<file path="src/twi_pkg.sv">
// constants, register map and state types of the two-wire bus controller
package twi_pkg;

	// ----------------------------------------
	// register map and widths
	// ----------------------------------------
	localparam int         REG_W        = 8;
	localparam int         CNT_W        = 10;
	localparam logic [7:0] ADDR_CTRL    = 8'h93;
	localparam logic [7:0] ADDR_STAT    = 8'h94;
	localparam logic [7:0] ADDR_DATA    = 8'h95;
	localparam logic [7:0] ADDR_OWN     = 8'h96;
	localparam logic [7:0] ADDR_IRQ_ST  = 8'h97;
	localparam logic [7:0] ADDR_IRQ_MSK = 8'h98;

	// ----------------------------------------
	// field positions
	// ----------------------------------------
	localparam int B_RATE2 = 7;
	localparam int B_EN    = 6;
	localparam int B_STA   = 5;
	localparam int B_STO   = 4;
	localparam int B_SI    = 3;
	localparam int B_AA    = 2;
	localparam int B_RATE1 = 1;
	localparam int B_RATE0 = 0;
	localparam int B_GC    = 0;
	localparam int IRQ_W   = 2;
	localparam int IRQ_SI  = 0;
	localparam int IRQ_ERR = 1;

	// ----------------------------------------
	// reset values and counts
	// ----------------------------------------
	localparam logic [7:0] RST_OWN  = 8'hFE;
	localparam logic [3:0] BIT_LAST = 4'h8;
	localparam logic [3:0] BIT_NONE = 4'h0;
	// the clock fall that follows a START wraps this to BIT_NONE, so it is not counted as a bit
	localparam logic [3:0] BIT_PRE  = 4'hF;

	// ----------------------------------------
	// bus state codes
	// ----------------------------------------
	localparam logic [7:0] SC_BUS_ERR = 8'h00;
	localparam logic [7:0] SC_START   = 8'h08;
	localparam logic [7:0] SC_RSTART  = 8'h10;
	localparam logic [7:0] SC_AW_ACK  = 8'h18;
	localparam logic [7:0] SC_AW_NAK  = 8'h20;
	localparam logic [7:0] SC_DT_ACK  = 8'h28;
	localparam logic [7:0] SC_DT_NAK  = 8'h30;
	localparam logic [7:0] SC_ARB     = 8'h38;
	localparam logic [7:0] SC_AR_ACK  = 8'h40;
	localparam logic [7:0] SC_AR_NAK  = 8'h48;
	localparam logic [7:0] SC_DR_ACK  = 8'h50;
	localparam logic [7:0] SC_DR_NAK  = 8'h58;
	localparam logic [7:0] SC_SW_OWN  = 8'h60;
	localparam logic [7:0] SC_SW_GC   = 8'h70;
	localparam logic [7:0] SC_SR_ACK  = 8'h80;
	localparam logic [7:0] SC_SR_NAK  = 8'h88;
	localparam logic [7:0] SC_GR_ACK  = 8'h90;
	localparam logic [7:0] SC_GR_NAK  = 8'h98;
	localparam logic [7:0] SC_SLV_END = 8'hA0;
	localparam logic [7:0] SC_SR_OWN  = 8'hA8;
	localparam logic [7:0] SC_ST_ACK  = 8'hB8;
	localparam logic [7:0] SC_ST_NAK  = 8'hC0;
	localparam logic [7:0] SC_IDLE    = 8'hF8;

	// ----------------------------------------
	// state types
	// ----------------------------------------
	typedef enum logic [2:0] {MD_IDLE, MD_ADDR, MD_MTX, MD_MRX, MD_STX, MD_SRX} twi_mode_t;
	typedef enum logic [2:0] {MS_IDLE, MS_START, MS_LOW, MS_HIGH, MS_STOP, MS_STOPH, MS_RSTA, MS_RSTH} twi_mst_t;

endpackage

</file>
<file path="src/twi_ctrl.sv">
// two-wire bus controller with its software register set
//
// The implementer's own choice: strobed register access.
`timescale 1ns/1ps

// What this block does
// - control bit 6 enables the whole controller
// - control bit 5 starts a master START
// - control bit 4 sends a STOP
// - hardware sets interrupt flag on each bus state except F8h
// - acknowledge bit clear gives not-acknowledge when receiving
// - acknowledge bit set pulls data low in slot when receiving
// - acknowledge bit gates own and general-call address
// - acknowledge bit ignored as master transmitter
// - bits 7,1,0 select the master clock rate
// - data register holds byte, bit 0 direction
// - status holds code in 7:3, zeros below
// - status reads F8h after reset
// - own address in bits 7:1, resets FEh
// - own-address bit 0 enables general call
// - illegal START/STOP when not master gives 00h and releases
module twi_ctrl #(
	parameter int RATE_BASE = 4
) (
	// clock and reset
	input  wire logic                       clock_i,
	input  wire logic                       rst_i,
	// register port
	input  wire logic [7:0]                 addr_i,
	input  wire logic [twi_pkg::REG_W-1:0]  wdata_i,
	input  wire logic                       wr_i,
	input  wire logic                       rd_i,
	output logic      [twi_pkg::REG_W-1:0]  rdata_o,
	// bus pins, open drain
	input  wire logic                       scl_i,
	output logic                            scl_o,
	output logic                            scl_oe_o,
	input  wire logic                       sda_i,
	output logic                            sda_o,
	output logic                            sda_oe_o,
	// interrupt
	output logic                            irq_o
);
	import twi_pkg::*;

	// ----------------------------------------
	// state
	// ----------------------------------------
	logic [2:0]       rate_r, rate_nxt;
	logic             en_r, en_nxt;
	logic             sta_r, sta_nxt;
	logic             sto_r, sto_nxt;
	logic             si_r, si_nxt;
	logic             aa_r, aa_nxt;
	logic [7:0]       own_r, own_nxt;
	logic [7:0]       sh_r, sh_nxt;
	logic [7:0]       code_r, code_nxt;
	logic [IRQ_W-1:0] ist_r, ist_nxt;
	logic [IRQ_W-1:0] imsk_r, imsk_nxt;
	twi_mode_t        mode_r, mode_nxt;
	twi_mst_t         ms_r, ms_nxt;
	logic [CNT_W-1:0] cnt_r, cnt_nxt;
	logic [3:0]       bit_r, bit_nxt;
	logic             abyte_r, abyte_nxt;
	logic             ack_r, ack_nxt;
	logic             gcall_r, gcall_nxt;
	logic             rep_r, rep_nxt;
	logic             busy_r, busy_nxt;
	logic             mst_r, mst_nxt;
	logic             mlow_r, mlow_nxt;
	logic             sda_r, sda_nxt;
	logic             scl_r, scl_nxt;
	logic             irq_r, irq_nxt;
	logic [7:0]       rdata_r, rdata_nxt;
	logic             scl_s1, scl_s2, scl_d;
	logic             sda_s1, sda_s2, sda_d;

	// ----------------------------------------
	// decode helpers
	// ----------------------------------------
	logic [CNT_W-1:0] half;
	logic             half_end;
	logic             rise, fall, start_det, stop_det;
	logic             tx, match, hw_si, err, wr_ctrl;
	logic [IRQ_W-1:0] ist_clr;

	assign scl_o    = 1'h0;
	assign sda_o    = 1'h0;
	assign scl_oe_o = scl_r;
	assign sda_oe_o = sda_r;
	assign irq_o    = irq_r;
	assign rdata_o  = rdata_r;

	// ----------------------------------------
	// pin synchronisers
	// ----------------------------------------
	always_ff @(posedge clock_i) begin
		if (rst_i) begin
			scl_s1 <= 1'h1;
			scl_s2 <= 1'h1;
			scl_d  <= 1'h1;
			sda_s1 <= 1'h1;
			sda_s2 <= 1'h1;
			sda_d  <= 1'h1;
		end else begin
			scl_s1 <= scl_i;
			scl_s2 <= scl_s1;
			scl_d  <= scl_s2;
			sda_s1 <= sda_i;
			sda_s2 <= sda_s1;
			sda_d  <= sda_s2;
		end
	end

	// ----------------------------------------
	// next state
	// ----------------------------------------
	always_comb begin
		rate_nxt  = rate_r;
		en_nxt    = en_r;
		sta_nxt   = sta_r;
		sto_nxt   = sto_r;
		aa_nxt    = aa_r;
		own_nxt   = own_r;
		sh_nxt    = sh_r;
		code_nxt  = code_r;
		imsk_nxt  = imsk_r;
		mode_nxt  = mode_r;
		ms_nxt    = ms_r;
		cnt_nxt   = cnt_r;
		bit_nxt   = bit_r;
		abyte_nxt = abyte_r;
		ack_nxt   = ack_r;
		gcall_nxt = gcall_r;
		rep_nxt   = rep_r;
		busy_nxt  = busy_r;
		mst_nxt   = mst_r;
		mlow_nxt  = mlow_r;
		sda_nxt   = sda_r;
		hw_si     = 1'h0;
		err       = 1'h0;
		// the sequencer needs at least four cycles per half so the bit engine sees each fall
		half      = CNT_W'(RATE_BASE) << rate_r;
		half_end  = (cnt_r == half - CNT_W'(1));
		rise      = scl_s2 & ~scl_d;
		fall      = ~scl_s2 & scl_d;
		start_det = scl_s2 & scl_d & sda_d & ~sda_s2;
		stop_det  = scl_s2 & scl_d & ~sda_d & sda_s2;
		tx        = (mode_r == MD_MTX) || (mode_r == MD_STX);
		match     = aa_r && ((sh_r[7:1] == own_r[7:1]) || (own_r[B_GC] && sh_r == 8'h00));
		wr_ctrl   = wr_i && (addr_i == ADDR_CTRL);

		if (start_det) begin
			busy_nxt = 1'h1;
		end
		if (stop_det) begin
			busy_nxt = 1'h0;
		end

		// data and acknowledge bits change only while the clock is low and nothing is pending
		if (mode_r != MD_IDLE && !si_r && !scl_s2) begin
			if (bit_r != BIT_LAST) begin
				sda_nxt = tx & ~sh_r[7];
			end else if (mode_r == MD_ADDR) begin
				sda_nxt = match;
			end else begin
				sda_nxt = !tx && aa_r;
			end
		end

		// master sequencer
		case (ms_r)
			MS_IDLE: begin
				cnt_nxt = '0;
				if (sto_r && !si_r) begin
					sto_nxt = 1'h0;
				end
				if (en_r && sta_r && !busy_r && !si_r && mode_r == MD_IDLE) begin
					sda_nxt = 1'h1;
					mst_nxt = 1'h1;
					rep_nxt = 1'h0;
					ms_nxt  = MS_START;
				end
			end
			MS_START: begin
				cnt_nxt = cnt_r + CNT_W'(1);
				if (half_end) begin
					cnt_nxt   = '0;
					mlow_nxt  = 1'h1;
					hw_si     = 1'h1;
					code_nxt  = rep_r ? SC_RSTART : SC_START;
					mode_nxt  = MD_MTX;
					abyte_nxt = 1'h1;
					bit_nxt   = BIT_PRE;
					ms_nxt    = MS_LOW;
				end
			end
			MS_LOW: begin
				if (si_r) begin
					cnt_nxt = '0;
				end else if (sto_r && bit_r == BIT_NONE) begin
					sda_nxt  = 1'h1;
					mode_nxt = MD_IDLE;
					ms_nxt   = MS_STOP;
				end else if (sta_r && bit_r == BIT_NONE) begin
					sda_nxt  = 1'h0;
					mode_nxt = MD_IDLE;
					ms_nxt   = MS_RSTA;
				end else begin
					cnt_nxt = cnt_r + CNT_W'(1);
					if (half_end) begin
						cnt_nxt  = '0;
						mlow_nxt = 1'h0;
						ms_nxt   = MS_HIGH;
					end
				end
			end
			MS_HIGH, MS_STOPH, MS_RSTH: begin
				// a slave stretching the clock holds the count at zero
				cnt_nxt = scl_s2 ? cnt_r + CNT_W'(1) : '0;
				if (scl_s2 && half_end) begin
					cnt_nxt = '0;
					if (ms_r == MS_HIGH) begin
						mlow_nxt = 1'h1;
						ms_nxt   = MS_LOW;
					end else if (ms_r == MS_STOPH) begin
						sda_nxt  = 1'h0;
						sto_nxt  = 1'h0;
						mst_nxt  = 1'h0;
						code_nxt = SC_IDLE;
						ms_nxt   = MS_IDLE;
					end else begin
						sda_nxt = 1'h1;
						rep_nxt = 1'h1;
						ms_nxt  = MS_START;
					end
				end
			end
			MS_STOP, MS_RSTA: begin
				cnt_nxt = cnt_r + CNT_W'(1);
				if (half_end) begin
					cnt_nxt  = '0;
					mlow_nxt = 1'h0;
					ms_nxt   = (ms_r == MS_STOP) ? MS_STOPH : MS_RSTH;
				end
			end
			default: begin
				ms_nxt = MS_IDLE;
			end
		endcase

		// bit engine: sample on clock rise
		if (mode_r != MD_IDLE && rise) begin
			if (bit_r != BIT_LAST) begin
				sh_nxt = {sh_r[6:0], sda_s2};
				if (mst_r && tx && sh_r[7] && !sda_s2) begin
					hw_si    = 1'h1;
					code_nxt = SC_ARB;
					mode_nxt = MD_IDLE;
					ms_nxt   = MS_IDLE;
					mst_nxt  = 1'h0;
					mlow_nxt = 1'h0;
					sda_nxt  = 1'h0;
				end
			end else begin
				ack_nxt = ~sda_s2;
			end
		end

		// bit engine: byte ends on the fall after the acknowledge slot
		if (mode_r != MD_IDLE && fall) begin
			if (bit_r != BIT_LAST) begin
				bit_nxt = bit_r + 4'h1;
			end else begin
				bit_nxt = BIT_NONE;
				hw_si   = 1'h1;
				case (mode_r)
					MD_ADDR: begin
						if (match) begin
							gcall_nxt = (sh_r == 8'h00);
							mode_nxt  = sh_r[0] ? MD_STX : MD_SRX;
							if (sh_r[0]) begin
								code_nxt = SC_SR_OWN;
							end else begin
								code_nxt = (sh_r == 8'h00) ? SC_SW_GC : SC_SW_OWN;
							end
						end else begin
							hw_si    = 1'h0;
							mode_nxt = MD_IDLE;
						end
					end
					MD_MTX: begin
						if (abyte_r) begin
							abyte_nxt = 1'h0;
							if (sh_r[0]) begin
								code_nxt = ack_r ? SC_AR_ACK : SC_AR_NAK;
								mode_nxt = ack_r ? MD_MRX : MD_MTX;
							end else begin
								code_nxt = ack_r ? SC_AW_ACK : SC_AW_NAK;
							end
						end else begin
							code_nxt = ack_r ? SC_DT_ACK : SC_DT_NAK;
						end
					end
					MD_MRX: begin
						code_nxt = ack_r ? SC_DR_ACK : SC_DR_NAK;
					end
					MD_SRX: begin
						if (gcall_r) begin
							code_nxt = ack_r ? SC_GR_ACK : SC_GR_NAK;
						end else begin
							code_nxt = ack_r ? SC_SR_ACK : SC_SR_NAK;
						end
						mode_nxt = ack_r ? MD_SRX : MD_IDLE;
					end
					MD_STX: begin
						code_nxt = ack_r ? SC_ST_ACK : SC_ST_NAK;
						mode_nxt = ack_r ? MD_STX : MD_IDLE;
					end
					default: begin
						mode_nxt = MD_IDLE;
					end
				endcase
			end
		end

		// conditions seen on the bus while not mastering it
		if (!mst_r && (start_det || stop_det)) begin
			if ((mode_r == MD_SRX || mode_r == MD_STX) && bit_r == BIT_NONE) begin
				hw_si    = 1'h1;
				code_nxt = SC_SLV_END;
			end else if (mode_r != MD_IDLE && bit_r != BIT_NONE) begin
				hw_si    = 1'h1;
				err      = 1'h1;
				code_nxt = SC_BUS_ERR;
				sda_nxt  = 1'h0;
			end
			mode_nxt = MD_IDLE;
			bit_nxt  = BIT_NONE;
			if (start_det && !err && en_r) begin
				mode_nxt = MD_ADDR;
				bit_nxt  = BIT_PRE;
			end
		end

		// software writes
		if (wr_ctrl) begin
			rate_nxt = {wdata_i[B_RATE2], wdata_i[B_RATE1], wdata_i[B_RATE0]};
			en_nxt   = wdata_i[B_EN];
			sta_nxt  = wdata_i[B_STA];
			sto_nxt  = wdata_i[B_STO];
			aa_nxt   = wdata_i[B_AA];
		end
		if (wr_i && addr_i == ADDR_DATA) begin
			sh_nxt = wdata_i;
		end
		if (wr_i && addr_i == ADDR_OWN) begin
			own_nxt = wdata_i;
		end
		if (wr_i && addr_i == ADDR_IRQ_MSK) begin
			imsk_nxt = wdata_i[IRQ_W-1:0];
		end

		// disabled controller drops every bus activity
		if (!en_nxt) begin
			mode_nxt = MD_IDLE;
			ms_nxt   = MS_IDLE;
			mst_nxt  = 1'h0;
			mlow_nxt = 1'h0;
			sda_nxt  = 1'h0;
			cnt_nxt  = '0;
			bit_nxt  = BIT_NONE;
		end

		// hardware set wins over a software clear in the same cycle
		si_nxt  = hw_si || (si_r && !(wr_ctrl && !wdata_i[B_SI]));
		ist_clr = (wr_i && addr_i == ADDR_IRQ_ST) ? wdata_i[IRQ_W-1:0] : '0;
		ist_nxt = (ist_r & ~ist_clr) | {err, hw_si};
		irq_nxt = |(ist_nxt & imsk_nxt);
		scl_nxt = en_nxt && (mlow_nxt || (si_nxt && (mode_nxt == MD_SRX || mode_nxt == MD_STX)));

		rdata_nxt = '0;
		if (rd_i) begin
			case (addr_i)
				ADDR_CTRL:    rdata_nxt = {rate_r[2], en_r, sta_r, sto_r, si_r, aa_r, rate_r[1:0]};
				ADDR_STAT:    rdata_nxt = {code_r[7:3], 3'h0};
				ADDR_DATA:    rdata_nxt = sh_r;
				ADDR_OWN:     rdata_nxt = own_r;
				ADDR_IRQ_ST:  rdata_nxt = {{(REG_W - IRQ_W){1'h0}}, ist_r};
				ADDR_IRQ_MSK: rdata_nxt = {{(REG_W - IRQ_W){1'h0}}, imsk_r};
				default:      rdata_nxt = '0;
			endcase
		end
	end

	// ----------------------------------------
	// registers
	// ----------------------------------------
	always_ff @(posedge clock_i) begin
		if (rst_i) begin
			rate_r  <= 3'h0;
			en_r    <= 1'h0;
			sta_r   <= 1'h0;
			sto_r   <= 1'h0;
			si_r    <= 1'h0;
			aa_r    <= 1'h0;
			own_r   <= RST_OWN;
			sh_r    <= 8'h00;
			code_r  <= SC_IDLE;
			ist_r   <= '0;
			imsk_r  <= '0;
			mode_r  <= MD_IDLE;
			ms_r    <= MS_IDLE;
			cnt_r   <= '0;
			bit_r   <= BIT_NONE;
			abyte_r <= 1'h0;
			ack_r   <= 1'h0;
			gcall_r <= 1'h0;
			rep_r   <= 1'h0;
			busy_r  <= 1'h0;
			mst_r   <= 1'h0;
			mlow_r  <= 1'h0;
			sda_r   <= 1'h0;
			scl_r   <= 1'h0;
			irq_r   <= 1'h0;
			rdata_r <= 8'h00;
		end else begin
			rate_r  <= rate_nxt;
			en_r    <= en_nxt;
			sta_r   <= sta_nxt;
			sto_r   <= sto_nxt;
			si_r    <= si_nxt;
			aa_r    <= aa_nxt;
			own_r   <= own_nxt;
			sh_r    <= sh_nxt;
			code_r  <= code_nxt;
			ist_r   <= ist_nxt;
			imsk_r  <= imsk_nxt;
			mode_r  <= mode_nxt;
			ms_r    <= ms_nxt;
			cnt_r   <= cnt_nxt;
			bit_r   <= bit_nxt;
			abyte_r <= abyte_nxt;
			ack_r   <= ack_nxt;
			gcall_r <= gcall_nxt;
			rep_r   <= rep_nxt;
			busy_r  <= busy_nxt;
			mst_r   <= mst_nxt;
			mlow_r  <= mlow_nxt;
			sda_r   <= sda_nxt;
			scl_r   <= scl_nxt;
			irq_r   <= irq_nxt;
			rdata_r <= rdata_nxt;
		end
	end

endmodule

</file>
<file path="config.mk">
export PLATFORM = sky130hd
export DESIGN_NAME = twi_ctrl
export DESIGN_NICKNAME = d
export VERILOG_FILES = /design/src/twi_pkg.sv /design/src/twi_ctrl.sv
export SDC_FILE = /design/constraint.sdc
export NUM_CORES = 1
export LEC_CHECK = 0
export BUFFER_PORTS_ARGS = -buffer_cell sky130_fd_sc_hd__buf_2
export CORE_ASPECT_RATIO = 0.7
export CORE_MARGIN = 8
export CORE_UTILIZATION = 36
export CTS_CLUSTER_DIAMETER = 80
export DETAILED_ROUTE_END_ITERATION = 7
export GPL_ROUTABILITY_DRIVEN = 1
export SKIP_CTS_REPAIR_TIMING = 1
export SLEW_MARGIN = 20
export SYNTH_ARGS = -nofsm -noshare
export SYNTH_HDL_FRONTEND = slang
export SYNTH_SLANG_ARGS = --single-unit
export TNS_END_PERCENT = 30
</file>
<file path="constraint.sdc">
create_clock -name clock_i -period 5.25 [get_ports clock_i]
set_input_delay 0.525 -clock clock_i [delete_from_list [all_inputs] [get_ports clock_i]]
set_output_delay 0.525 -clock clock_i [all_outputs]
set_load 0.02 [all_outputs]
</file>
==> metrics.yaml <==
ant_nets: 0
synth.distinct_cells: 71
track_usage: 0.156
synth-xor-area-share: 0.0393
leakagePower_nw: 1.77
root_buffer: "clkbuf_16"
synth_compound_area_frac: 0.203
synth_top_family_by_area: "simple AND/OR/NAND/NOR gates"
num_io_pins: 35
maxCapViolations: 0
arrival_ns: 3.27
die-area_sq_mm: 0.0155
final_nets: 568
finalMaxSlewViolations: 0
hp-class: "primary input to flop"
cp_max_fo: 11
worst_slew_pin_slew_ns: 0.755
setup_viol: 0
worst_clock_skew_ns: 0.00674
wire_per_inst_um: 17.3
final.setup.tns_ns: 0
place.gp.congestion: 0.888
peakVddDrop_mv: 0.191
start_util: 0.365
cts_tree: "built"
syn_to_final_growth_pct: 12.7
vias: 3932
final_cells: 702
first_global_vias: 3742
htreeDepth: 3
yosys_warnings: 0
cts.reportedPaths.clkPinSlew_ns: 0.06
yosysSeqAreaShare: 0.364
status: "finished, final reports clean"
crit_required_ns: 5.49
period_share: 0.576
die_h_um: 107
antennaDiodeCount: 0
firstDrtPassIters: 5
layout-drive-gt1-share: 0.132
drt_iter0_drc: 420
maxSlewHeadroom: 0.495
grt_max_degree: 38
portBuffers: 32
synth_ff_type: "dfxtp_1"
cts_made_buffers: 9
synth_adder_area_share: 0.0148
via_per_inst: 5.60
synthCells: 523
fin_crit_ns: 3.03
p_per_area_mw_per_mm2: 260
grt_setup_unrepaired: "no"
clock-sinks: 77
start_kind: "flop"
synth_edf_count: 0
end_kind: "flop"
place_hpwl_um: 9070
n_fill_cell: 1181
cts_buffer_depth: 2
synthSimpleGateAreaFrac: 0.254
synth-seq-cells: 77
finalWirelength_um: 12200
placed_cells: 687
antenna_found_initial: 0
async_flop_share: 0
syn_area_sq_mm: 0.00424
path_class: "flop to flop"
core_sq_mm: 0.0116
regToRegSetupSlack_ns: 2.22
die_w_um: 146
clkLatencyLatePin_ns: 0.33
grt_pass1_wl_um: 19700
synthMuxAreaShare: 0.0724
drc_errors: 0
max_freq_mhz: 330
synth_area_per_cell_sq_um: 8.10
hold_viol_final: 0
rows: 33
globalRouteOverflowTotal: 0
[placed cells by master, fill, tap and decap left out, drive strengths merged, types with 6 or more instances in the layout]
master,instances
nor3,9
nand2b,6
a21oi,37
dfxtp,77
a211oi,11
inv,17
xor2,9
nand2,54
nor2,62
a31oi,8
nand4,9
a21o,6
mux2i,25
xnor2,10
o21ai,23
or2,7
nor4,7
buf,37
nand3,23
a22oi,12
clkbuf,11
[per-stage QoR]
stage	hold WS [ns]	power [W]	util	instance area [sq um]	worst slack (ns)
CTS	0.360	0.00126	0.412	4770	2.32
global placement	0.394	0.000643	0.386	4480	2.18
global route	0.359	0.00129	0.412	4770	2.09
detailed placement	0.394	0.000643	0.386	4480	2.12
finish	0.371	0.00124	0.412	4770	2.22
floorplan	0.389	0.000624	-	4240	2.77
[where the power goes]
| group | switching [W] | internal [W] | total [W] |
|---|---|---|---|
| Sequential | 0.00000285 | 0.000587 | 0.000590 |
| Combinational | 0.0000281 | 0.0000133 | 0.0000414 |
| Clock | 0.000234 | 0.000377 | 0.000611 |
| Total | 0.000265 | 0.000978 | 0.00124 |
[layer usage]
layer  share of wire  vias up  track usage  wire (um)
met5               0        -            0          0
met2            0.42      151        0.227       5110
li1                -     1926            -          -
met4           0.021        0       0.0474        251
met1            0.50     1832        0.221       6030
met3           0.065       23       0.0412        788
[cell families (layout without fill, tap and decap cells)]
group           after synthesis  after routing
simple gates                213            213
compound gates              129            129
flops                        77             77
buf+inv                      49             70
mux                          30             30
xor+xnor                     19             19
fa+ha+maj                     5              5
other cells                   1              2
[synthesized netlist by cell type (all sizes together), types with 2 or more instances]
cell type	count	area, sq um
a41o	2	20.0
clkbuf	22	82.6
inv	17	63.8
nor3b	3	27.5
o31ai	3	22.5
a22oi	12	90.1
a211oi	11	82.6
nor2	62	233
and4	2	17.5
buf	9	67.6
nand2	54	203
or4	3	26.3
nor3	9	50.1
or3	4	25.0
nand3	23	115
nand4b	3	26.3
xor2	9	78.8
or2	7	43.8
xnor2	10	87.6
o21ai	23	115
nand2b	6	37.5
and3	4	25.0
dfxtp	77	1540
mux2	5	56.3
a31oi	8	56.3
a21boi	3	22.5
nand4	9	56.3
or4b	2	20.0
a211o	3	26.3
nor4	7	58.8
a21o	6	45.0
o211ai	3	22.5
ha	5	62.6
nand3b	3	22.5
and2	5	31.3
a21oi	37	185
o22ai	2	12.5
nor2b	3	18.8
mux2i	25	250
[state kept, by name, indices dropped and copies added, names as in the netlist, 2 cells and up]
register  cells
cnt_r        10
own_r         8
rdata_o       8
sh_r          8
code_r        5
bit_r         4
mode_r        3
ms_r          3
rate_r        3
imsk_r        2
ist_r         2
[path summary, 6_finish.rpt]
| check | cells after the start | startpoint | endpoint |
|---|---|---|---|
| setup reg to reg | 8 | bit_r[0] | scl_oe_o |
| hold / removal | 2 | sda_i | sda_s1 |
| setup / recovery | 8 | bit_r[0] | scl_oe_o |
| hold reg to reg | 1 | sda_s1 | sda_s2 |
[critical path: stages, from the launching register on]
cell and delay, ns:
dfxtp_1 0.39, inv_1 0.06, ha_1 0.21, nand3b_1 0.23
nand4b_1 0.62, or3_1 0.75, a31oi_2 0.28, nor2_1 0.10
o41ai_2 0.29
[cell type report]
| class | count | area, sq um | share of cell area |
|---|---|---|---|
| Clock buffer | 11 | 243 | 0.0508 |
| Timing Repair Buffer | 37 | 198 | 0.0414 |
| Tap cell | 157 | 196 | 0.0411 |
| Inverter | 18 | 67.6 | 0.0142 |
| Multi-Input combinational cell | 398 | 2480 | 0.519 |
| Sequential cell | 77 | 1540 | 0.323 |
| Clock inverter | 4 | 48.8 | 0.0102 |
No activity file was read; power rests on OpenSTA's default activity.
